## src/hw/stx_pkg.sv

```systemverilog
// stx_pkg: constants for the two-wire slave-transmit and master ack/stop block.
// assumes a plain register port with 3-bit word index and 8-bit data.
// Behaviour
// - with address hold on, stretch clock and interrupt after 8th address fall
// - with address hold, matching address clears clock release bit and sets the interrupt flag
// - start sets start-seen; interrupt only when start interrupts enabled
// - ack-time, read/write and data/address flags are readable by software
// - interrupt flag stays set until software clears it
// - reading the received address from the buffer clears buffer-full
// - setting clock release frees the clock so the chosen ack is sent
// - on a read, after the ack, clear clock release and set interrupt
// - writing a transmit byte sets buffer-full; load only after address ack (the code takes the write whenever the master sequence is idle)
// - master ack on 9th pulse of each sent byte goes to ack-received bit
// - not-acknowledge from master makes the slave release the bus
// - ack sequence enable pulls clock low and drives ack data value
// - ack sequence: wait period, release clock, wait high plus period, end
// - buffer write during ack sequence sets collision, buffer unchanged
// - as master, keep the clock low after the ninth falling edge
// - stop: data low, count a period, release clock, period, release data
// - data high with clock high sets stop-seen; period later end and interrupt
// - buffer write during stop sequence sets collision and is discarded
package stx_pkg;
   localparam logic [2:0] REG_BUF   = 3'h0;
   localparam logic [2:0] REG_STAT  = 3'h1;
   localparam logic [2:0] REG_CTL2  = 3'h2;
   localparam logic [2:0] REG_CTL3  = 3'h3;
   localparam logic [2:0] REG_CTL1  = 3'h4;
   localparam logic [2:0] REG_OWN   = 3'h5;
   localparam logic [2:0] REG_BAUD  = 3'h6;
   localparam int         B_ACK_SEQ  = 0;
   localparam int         B_STOP_SEQ = 1;
   localparam int         B_ACK_VAL  = 2;
   localparam int         B_ADR_HOLD = 0;
   localparam int         B_SIE      = 1;
   localparam int         B_CLK_REL  = 0;
   localparam int         B_INT      = 1;
   localparam int         B_COLL     = 2;
   localparam logic [7:0] BAUD_RST  = 8'h04;
   localparam logic [6:0] OWN_RST   = 7'h2a;
   localparam logic [3:0] BITS_BYTE = 4'h8;
   typedef enum logic [2:0] {S_IDLE, S_ADDR, S_ACK, S_TX, S_TXACK} stx_slv_type;
   typedef enum logic [3:0] {M_IDLE, M_ACK_LO, M_ACK_WAIT, M_ACK_HI,
                             M_STOP_LO, M_STOP_SCL, M_STOP_SDA, M_STOP_END,
                             M_STOP_FIN} stx_mst_type;
endpackage : stx_pkg

```

## src/hw/stx_top.sv

```systemverilog
// stx_top: two-wire port, slave transmit with address hold, master ack and stop.
// assumes open-drain pins resolved outside; pins are synchronised here.
//
// Our own choices: the strobed register port and the register offsets.
`timescale 1ns/1ps
module stx_top
(
   // clock, reset, enable
   input  wire logic       clk_i,
   input  wire logic       reset_n_i,
   input  wire logic       en_i,
   // register port
   input  wire logic [2:0] addr_i,
   input  wire logic [7:0] wdata_i,
   input  wire logic       wr_i,
   input  wire logic       rd_i,
   output logic      [7:0] rdata_o,
   // bus pins
   input  wire logic       scl_i,
   output logic            scl_o,
   output logic            scl_oe_o,
   input  wire logic       sda_i,
   output logic            sda_o,
   output logic            sda_oe_o,
   // interrupt flag level
   output logic            int_flag_o
);
   logic        scl_m_q, scl_s_q, scl_p_q, sda_m_q, sda_s_q, sda_p_q;
   stx_pkg::stx_slv_type slv_q;
   stx_pkg::stx_mst_type mst_q, mst_d;
   logic [3:0]  cnt_q;
   logic [7:0]  shift_q, rx_q, tx_q, baud_q, bcnt_q;
   logic [6:0]  own_q;
   logic        rw_q, da_q, ack_time_q, ack_rcv_q, start_q, stop_q;
   logic        clk_rel_q, int_q, buf_full_q, coll_q, ack_seq_q, stop_seq_q, ack_val_q;
   logic        adr_hold_q, sie_q;
   logic        m_hold_q;
   logic        scl_rise, scl_fall, start_ev, stop_ev;
   logic        addr_done, addr_match, ack_done, txack_done, tx_end, hold_ev;
   logic        ack_bit, tmo, m_scl, m_sda, slv_sda, slv_hold;
   logic        buf_wr, buf_wr_ok, coll_ev, buf_rd, ack_fin, stop_fin;

   // two flops per pin before anything reads it
   always_ff @(posedge clk_i)
   begin
      if (!reset_n_i)
      begin
         {scl_m_q, scl_s_q, scl_p_q} <= 3'h7;
         {sda_m_q, sda_s_q, sda_p_q} <= 3'h7;
      end
      else if (en_i)
      begin
         {scl_m_q, scl_s_q, scl_p_q} <= {scl_i, scl_m_q, scl_s_q};
         {sda_m_q, sda_s_q, sda_p_q} <= {sda_i, sda_m_q, sda_s_q};
      end
   end

   assign scl_rise = scl_s_q & ~scl_p_q;
   assign scl_fall = ~scl_s_q & scl_p_q;
   assign start_ev = scl_s_q & scl_p_q & sda_p_q & ~sda_s_q;
   assign stop_ev  = scl_s_q & scl_p_q & ~sda_p_q & sda_s_q;

   assign addr_done  = (slv_q == stx_pkg::S_ADDR) && scl_fall && (cnt_q == stx_pkg::BITS_BYTE);
   assign addr_match = addr_done && (shift_q[7:1] == own_q);
   // without address hold a matching address is always acknowledged
   assign ack_bit    = adr_hold_q ? ack_val_q : 1'b0;
   assign ack_done   = (slv_q == stx_pkg::S_ACK) && scl_fall;
   assign txack_done = (slv_q == stx_pkg::S_TXACK) && scl_fall;
   assign tx_end     = (slv_q == stx_pkg::S_TX) && scl_fall && (cnt_q == 4'h7);
   assign hold_ev    = (addr_match & adr_hold_q)
                     | (ack_done & rw_q & ~ack_bit)
                     | (txack_done & ~ack_rcv_q);

   assign buf_wr    = wr_i && (addr_i == stx_pkg::REG_BUF);
   assign buf_wr_ok = buf_wr && (mst_q == stx_pkg::M_IDLE);
   assign coll_ev   = buf_wr && (mst_q != stx_pkg::M_IDLE);
   assign buf_rd    = rd_i && (addr_i == stx_pkg::REG_BUF);

   // slave sequencing
   always_ff @(posedge clk_i)
   begin
      if (!reset_n_i)
      begin
         slv_q      <= stx_pkg::S_IDLE;
         cnt_q      <= 4'h0;
         shift_q    <= 8'h00;
         rx_q       <= 8'h00;
         rw_q       <= 1'b0;
         da_q       <= 1'b0;
         ack_time_q <= 1'b0;
         ack_rcv_q  <= 1'b0;
      end
      else if (en_i)
      begin
         if (start_ev)
         begin
            slv_q <= stx_pkg::S_ADDR;
            cnt_q <= 4'h0;
         end
         else if (stop_ev)
            slv_q <= stx_pkg::S_IDLE;
         else
         begin
            case (slv_q)
               stx_pkg::S_ADDR:
               begin
                  if (scl_rise)
                  begin
                     shift_q <= {shift_q[6:0], sda_s_q};
                     cnt_q   <= cnt_q + 4'h1;
                  end
                  if (addr_done)
                  begin
                     if (addr_match)
                     begin
                        slv_q      <= stx_pkg::S_ACK;
                        rx_q       <= shift_q;
                        rw_q       <= shift_q[0];
                        da_q       <= 1'b0;
                        ack_time_q <= 1'b1;
                     end
                     else
                        slv_q <= stx_pkg::S_IDLE;
                  end
               end
               stx_pkg::S_ACK:
               begin
                  if (scl_fall)
                  begin
                     ack_time_q <= 1'b0;
                     cnt_q      <= 4'h0;
                     da_q       <= 1'b1;
                     slv_q      <= (rw_q && !ack_bit) ? stx_pkg::S_TX : stx_pkg::S_IDLE;
                  end
               end
               stx_pkg::S_TX:
               begin
                  if (scl_fall)
                  begin
                     cnt_q <= cnt_q + 4'h1;
                     if (cnt_q == 4'h7)
                        slv_q <= stx_pkg::S_TXACK;
                  end
               end
               stx_pkg::S_TXACK:
               begin
                  if (scl_rise)
                     ack_rcv_q <= sda_s_q;
                  if (scl_fall)
                  begin
                     cnt_q <= 4'h0;
                     // not-acknowledge frees both lines for the stop
                     slv_q <= ack_rcv_q ? stx_pkg::S_IDLE : stx_pkg::S_TX;
                  end
               end
               default:
                  slv_q <= stx_pkg::S_IDLE;
            endcase
         end
      end
   end

   // start / stop seen
   always_ff @(posedge clk_i)
   begin
      if (!reset_n_i)
      begin
         start_q <= 1'b0;
         stop_q  <= 1'b0;
      end
      else if (en_i)
      begin
         if (start_ev)
         begin
            start_q <= 1'b1;
            stop_q  <= 1'b0;
         end
         else if (stop_ev)
         begin
            stop_q  <= 1'b1;
            start_q <= 1'b0;
         end
      end
   end

   // master sequence; the counter reloads whenever the state moves
   assign tmo = (bcnt_q == 8'h00);
   always_comb
   begin
      mst_d = mst_q;
      case (mst_q)
         stx_pkg::M_IDLE:
            if (ack_seq_q)
               mst_d = stx_pkg::M_ACK_LO;
            else if (stop_seq_q)
               mst_d = stx_pkg::M_STOP_LO;
         stx_pkg::M_ACK_LO:   if (tmo) mst_d = stx_pkg::M_ACK_WAIT;
         stx_pkg::M_ACK_WAIT: if (scl_s_q) mst_d = stx_pkg::M_ACK_HI;
         stx_pkg::M_ACK_HI:   if (tmo) mst_d = stx_pkg::M_IDLE;
         stx_pkg::M_STOP_LO:  if (!sda_s_q) mst_d = stx_pkg::M_STOP_SCL;
         stx_pkg::M_STOP_SCL: if (tmo) mst_d = stx_pkg::M_STOP_SDA;
         stx_pkg::M_STOP_SDA: if (tmo) mst_d = stx_pkg::M_STOP_END;
         stx_pkg::M_STOP_END: if (stop_ev) mst_d = stx_pkg::M_STOP_FIN;
         stx_pkg::M_STOP_FIN: if (tmo) mst_d = stx_pkg::M_IDLE;
         default:             mst_d = stx_pkg::M_IDLE;
      endcase
   end

   assign ack_fin  = (mst_q == stx_pkg::M_ACK_HI) && tmo;
   assign stop_fin = (mst_q == stx_pkg::M_STOP_FIN) && tmo;

   always_ff @(posedge clk_i)
   begin
      if (!reset_n_i)
      begin
         mst_q  <= stx_pkg::M_IDLE;
         bcnt_q <= stx_pkg::BAUD_RST;
      end
      else if (en_i)
      begin
         mst_q <= mst_d;
         if (mst_d != mst_q)
            bcnt_q <= baud_q;
         else if (!tmo)
            bcnt_q <= bcnt_q - 8'h01;
      end
   end

   // master keeps the clock low between the ninth clock and the stop
   always_ff @(posedge clk_i)
   begin
      if (!reset_n_i)
         m_hold_q <= 1'b0;
      else if (en_i)
      begin
         if (ack_fin)
            m_hold_q <= 1'b1;
         else if (mst_q == stx_pkg::M_STOP_SDA)
            m_hold_q <= 1'b0;
      end
   end

   always_comb
   begin
      m_scl = m_hold_q;
      m_sda = 1'b0;
      case (mst_q)
         stx_pkg::M_ACK_LO:
         begin
            m_scl = 1'b1;
            m_sda = ~ack_val_q;
         end
         stx_pkg::M_ACK_WAIT, stx_pkg::M_ACK_HI:
         begin
            m_scl = 1'b0;
            m_sda = ~ack_val_q;
         end
         stx_pkg::M_STOP_LO, stx_pkg::M_STOP_SCL:
         begin
            m_scl = 1'b1;
            m_sda = 1'b1;
         end
         stx_pkg::M_STOP_SDA:
         begin
            m_scl = 1'b0;
            m_sda = 1'b1;
         end
         stx_pkg::M_STOP_END, stx_pkg::M_STOP_FIN:
            m_scl = 1'b0;
         default:
            m_sda = 1'b0;
      endcase
   end

   assign slv_hold = (slv_q != stx_pkg::S_IDLE) && !clk_rel_q;
   assign slv_sda  = ((slv_q == stx_pkg::S_ACK) && !ack_bit)
                   || ((slv_q == stx_pkg::S_TX) && !tx_q[3'h7 - cnt_q[2:0]]);

   always_ff @(posedge clk_i)
   begin
      if (!reset_n_i)
      begin
         scl_oe_o <= 1'b0;
         sda_oe_o <= 1'b0;
         scl_o    <= 1'b0;
         sda_o    <= 1'b0;
      end
      else if (en_i)
      begin
         scl_oe_o <= slv_hold | m_scl;
         sda_oe_o <= slv_sda | m_sda;
      end
   end

   // configuration written by software
   always_ff @(posedge clk_i)
   begin
      if (!reset_n_i)
      begin
         ack_val_q  <= 1'b0;
         adr_hold_q <= 1'b0;
         sie_q      <= 1'b0;
         own_q      <= stx_pkg::OWN_RST;
         baud_q     <= stx_pkg::BAUD_RST;
         tx_q       <= 8'h00;
      end
      else if (en_i && wr_i)
      begin
         case (addr_i)
            stx_pkg::REG_CTL2: ack_val_q <= wdata_i[stx_pkg::B_ACK_VAL];
            stx_pkg::REG_CTL3: {sie_q, adr_hold_q} <= wdata_i[stx_pkg::B_SIE:stx_pkg::B_ADR_HOLD];
            stx_pkg::REG_OWN:  own_q <= wdata_i[6:0];
            stx_pkg::REG_BAUD: baud_q <= wdata_i;
            stx_pkg::REG_BUF:  if (buf_wr_ok) tx_q <= wdata_i;
            default:           own_q <= own_q;
         endcase
      end
   end

   // flags: hardware set wins over a software clear in the same cycle
   always_ff @(posedge clk_i)
   begin
      if (!reset_n_i)
      begin
         clk_rel_q  <= 1'b1;
         int_q      <= 1'b0;
         buf_full_q <= 1'b0;
         coll_q     <= 1'b0;
         ack_seq_q  <= 1'b0;
         stop_seq_q <= 1'b0;
      end
      else if (en_i)
      begin
         if (hold_ev)
            clk_rel_q <= 1'b0;
         else if (wr_i && addr_i == stx_pkg::REG_CTL1)
            clk_rel_q <= wdata_i[stx_pkg::B_CLK_REL];
         if (hold_ev || stop_fin || (start_ev && sie_q))
            int_q <= 1'b1;
         else if (wr_i && addr_i == stx_pkg::REG_CTL1 && !wdata_i[stx_pkg::B_INT])
            int_q <= 1'b0;
         if (coll_ev)
            coll_q <= 1'b1;
         else if (wr_i && addr_i == stx_pkg::REG_CTL1 && !wdata_i[stx_pkg::B_COLL])
            coll_q <= 1'b0;
         if (addr_match || buf_wr_ok)
            buf_full_q <= 1'b1;
         else if (buf_rd || tx_end)
            buf_full_q <= 1'b0;
         if (wr_i && addr_i == stx_pkg::REG_CTL2 && wdata_i[stx_pkg::B_ACK_SEQ])
            ack_seq_q <= 1'b1;
         else if (ack_fin)
            ack_seq_q <= 1'b0;
         if (wr_i && addr_i == stx_pkg::REG_CTL2 && wdata_i[stx_pkg::B_STOP_SEQ])
            stop_seq_q <= 1'b1;
         else if (stop_fin)
            stop_seq_q <= 1'b0;
      end
   end

   // read port, data one cycle after the strobe
   always_ff @(posedge clk_i)
   begin
      if (!reset_n_i)
      begin
         rdata_o    <= 8'h00;
         int_flag_o <= 1'b0;
      end
      else if (en_i)
      begin
         int_flag_o <= int_q;
         if (rd_i)
         begin
            case (addr_i)
               stx_pkg::REG_BUF:  rdata_o <= rx_q;
               stx_pkg::REG_STAT: rdata_o <= {2'h0, ack_rcv_q, stop_q, start_q,
                                              da_q, rw_q, buf_full_q};
               stx_pkg::REG_CTL2: rdata_o <= {5'h00, ack_val_q, stop_seq_q, ack_seq_q};
               stx_pkg::REG_CTL3: rdata_o <= {5'h00, ack_time_q, sie_q, adr_hold_q};
               stx_pkg::REG_CTL1: rdata_o <= {5'h00, coll_q, int_q, clk_rel_q};
               stx_pkg::REG_OWN:  rdata_o <= {1'b0, own_q};
               stx_pkg::REG_BAUD: rdata_o <= baud_q;
               default:           rdata_o <= 8'h00;
            endcase
         end
         else
            rdata_o <= 8'h00;
      end
   end
endmodule : stx_top

```

## config.mk

```make
export PLATFORM = sky130hd
export DESIGN_NAME = stx_top
export DESIGN_NICKNAME = d
export VERILOG_FILES = /design/src/hw/stx_pkg.sv /design/src/hw/stx_top.sv
export SDC_FILE = /design/constraint.sdc
export NUM_CORES = 1
export LEC_CHECK = 0
export ABC_AREA = 0
export BUFFER_PORTS_ARGS = -buffer_cell sky130_fd_sc_hd__buf_4
export CORE_AREA = 2 2 96 98
export DETAILED_ROUTE_END_ITERATION = 8
export DIE_AREA = 0 0 98 100
export GPL_ROUTABILITY_DRIVEN = 0
export PLACE_DENSITY = 0.79
export SKIP_LAST_GASP = 1
export SYNTH_ARGS = -nofsm -noshare
export SYNTH_HDL_FRONTEND = slang
export SYNTH_SLANG_ARGS = --single-unit
```

## constraint.sdc

```tcl
create_clock -name clk_i -period 2.5 [get_ports clk_i]
set_input_delay 0.625 -clock clk_i [delete_from_list [all_inputs] [get_ports clk_i]]
set_output_delay 0.625 -clock clk_i [all_outputs]
set_load 0.01 [all_outputs]
```

==> flow_summary.json <==
{
  "synth_edf_count": 0,
  "path_class": "register to register",
  "p_clk_share_pct": 33.3,
  "synth-seq-cells": 90,
  "finalSetupViolations": 0,
  "slowest_stage": "or3b_4",
  "drt_iter0_markers": 281,
  "drc_errors": 0,
  "switching_share_pct": 27.7,
  "powerDensity_nw_per_um2": 520,
  "drt_wl_total_mm": 12.1,
  "hold_viol_final": 0,
  "nNetsFinal": 596,
  "multi_input_area_sq_um": 2780,
  "tightest_slew_ns": 0.609,
  "cp-start-kind": "register",
  "port_buffers": 28,
  "synth_area_leaders": "dfxtp_1 (38%), mux2i_1 (11%), nor2_1 (6.1%)",
  "hold_path_class": "register to register",
  "crit_required_ns": 2.76,
  "synth_top_cell_by_area": "dfxtp_1",
  "ys_warn_count": 0,
  "slew_violations": 0,
  "crit_path_cell_trace": "inv_1, ha_1, or3b_4, nor3_4, a2111oi_2, o311ai_4, mux2_4, a221o_1",
  "die-area_sq_um": 9800,
  "p_leak_nw": 2.12,
  "outcome": "finished, final reports clean",
  "firstDrtPassIters": 5,
  "ys.flop_type": "dfxtp_1",
  "regArea_sq_um": 1800,
  "hold_buffers": 0,
  "dp_hpwl_mm": 8.73,
  "h-tree-depth": 3,
  "max_cap_viol_count": 0,
  "grt_max_degree": 40,
  "max_freq_mhz": 411,
  "grt_usage_pct": 24.8,
  "die_x_microns": 98,
  "clkSinkCount": 90,
  "fill_cells": 791,
  "switchingPower_w": 0.000767,
  "ys_types": 71,
  "skew_ns": 0.00974,
  "synth-async-reset-ratio_pct": 0,
  "power_frac_comb_pct": 12.6,
  "finalCritPeriodShare_pct": 97.3,
  "worstReg2RegStart": "bcnt_q[1]",
  "die-height_microns": 100,
  "preCtsSetupSlack_ns": 0.00601,
  "max-slew-margin-rel_pct": 59.4,
  "p_int_w": 0.00200,
  "route.vias.total": 4262,
  "drive_above_1_share_pct": 15.0,
  "whs_ns": 0.474,
  "cts.root.buffer_cell": "clkbuf_8",
  "clockBufferDepth": 2,
  "core-area_sq_um": 8890,
  "syn_area_sq_um": 4730,
  "synth_top_area_share_pct": 38.1,
  "grt_pass1_wl_mm": 19.5,
  "pwr-share-seq_pct": 54.2,
  "synthCells": 551,
  "cts_buffers": 9,
  "critPathCaptureType": "register",
  "finalInstanceArea_sq_um": 5330,
  "rows": 35,
  "cts.clk_slew.worst_paths_ns": 0.09,
  "start_util_pct": 53.2,
  "vias_per_cell": 6.17,
  "hold_path.startpoint": "rdata_o[2]",
  "crit_path_max_fanout": 4,
  "cts_tree": "done",
  "cp.arrival_ns": 2.69,
  "final_cell_mix": "dfxtp_1 (90), nor2_1 (77), mux2i_1 (54)",
  "route.detailed.wl_per_inst_microns": 17.5,
  "grt_overflow_total": 0,
  "period_needed_ns": 2.43,
  "ios": 31,
  "crit_path_start": "bcnt_q[1]",
  "cp_slowest_stage_delay_ns": 0.45,
  "ir_worst_vdd_mv": 0.284,
  "ys_seq_area_share_pct": 38.1,
  "rsz0062_at_grt": "yes",
  "area.growth.synth_to_final_pct": 12.7,
  "grt_pass1_vias": 3961,
  "drt.antenna.violating_nets": 0,
  "clk_latency_ns": 0.36,
  "worst_slack_ns": 0.0665,
  "antenna_found_initial": 1,
  "placed_area_sq_um": 5100,
  "final_common_cell": "dfxtp_1",
  "syn_avg_cell_area_sq_um": 8.58
}
==> power groups by stage <==
stage | clock network [W] | registers (W) | logic (W)
2_1_floorplan | 0 | 0.00152 | 0.000229
3_3_place_gp | 0 | 0.00153 | 0.000317
3_5_place_dp | 0 | 0.00153 | 0.000325
4_1_cts | 0.000937 | 0.00150 | 0.000329
5_1_grt | 0.000992 | 0.00151 | 0.000377
6_report | 0.000921 | 0.00150 | 0.000348
==> cells by family (layout without fill, tap and decap cells) <==
family	Yosys count	count (layout)	share of synthesized area, %
XOR/XNOR	12	12	2.22
multiplexers	62	62	14.1
AO/OA/AOI/OAI	121	121	17.4
buffers and inverters	48	75	4.13
flip-flops	90	90	38.1
other	1	3	0.0793
AND/OR/NAND/NOR	214	214	23.1
adder cells (fa/ha/maj)	3	3	0.794
==> critical path, delay by kind of cell (launching register included) <==
family / cells / cell delay [ns]
buffers and inverters: 1 / 0.09
AOI/OAI and AO/OA: 3 / 0.74
muxes: 1 / 0.33
adders and majority gates: 1 / 0.21
DFF: 1 / 0.33
and+or+nand+nor: 2 / 0.62
==> final cells by class <==
class	count	share of cell area, %
antenna	1	0.0470
clock buffer	10	2.58
inverter	10	0.705
multi-input combinational	414	52.1
timing repair buffer	50	7.35
tap	111	2.61
sequential	90	33.8
clock inverter	5	0.752
==> repair_timing <==
item | in CTS | in global routing
resized for setup | 2 | 5
buffers inserted | 0 | 1
pin swaps | 0 | 1
endpoints found under the setup margin | 1 | 14
==> per-layer routing <==
metal | up-vias | GRT usage [%] | wire length, microns | part of all wire (%)
li1 | 2021 | - | - | -
met1 | 2040 | 32.0 | 5310 | 44
met2 | 172 | 40.6 | 5770 | 48
met3 | 29 | 4.18 | 697 | 5.8
met4 | 0 | 12.0 | 334 | 2.8
met5 | - | 0 | 0 | 0
==> sequential cells by signal, indices dropped and copies added (netlist names), 3 cells and up <==
name and cells:
baud_q 8, bcnt_q 8, rdata_o 8, rx_q 8, shift_q 8, tx_q 8
own_q 7, cnt_q 4, mst_q 4, slv_q 3
==> cells in the mapped netlist (10+ instances only) <==
cell and n:
nor2b_1 14, mux2i_1 54, a21oi_1 39, nor2_1 77, xnor2_1 11, clkbuf_1 28
nand3_1 10, nand2b_1 15, nand2_1 42, o21ai_0 15, dfxtp_1 90
==> final timing paths <==
check             depth (start not counted)          to  slack (ns)
setup reg to reg                          8   bcnt_q[2]        0.07
hold / removal                            2  rdata_o[2]        0.47
hold reg to reg                           2  rdata_o[2]        0.47
setup / recovery                          8   bcnt_q[2]        0.07
==> stage by stage <==
stage / total power, W / TNS [ns] / utilization [%] / std cells
final: 0.00277 / 0 / 59.9 / 691
after floorplan: 0.00175 / 0 / - / 552
after global placement: 0.00184 / 0 / 57.4 / 674
after CTS: 0.00276 / 0 / 59.5 / 689
after detailed placement: 0.00186 / 0 / 57.4 / 674
after global routing: 0.00288 / -0.0473 / 59.9 / 690
Power figures use the tool's default switching activity.
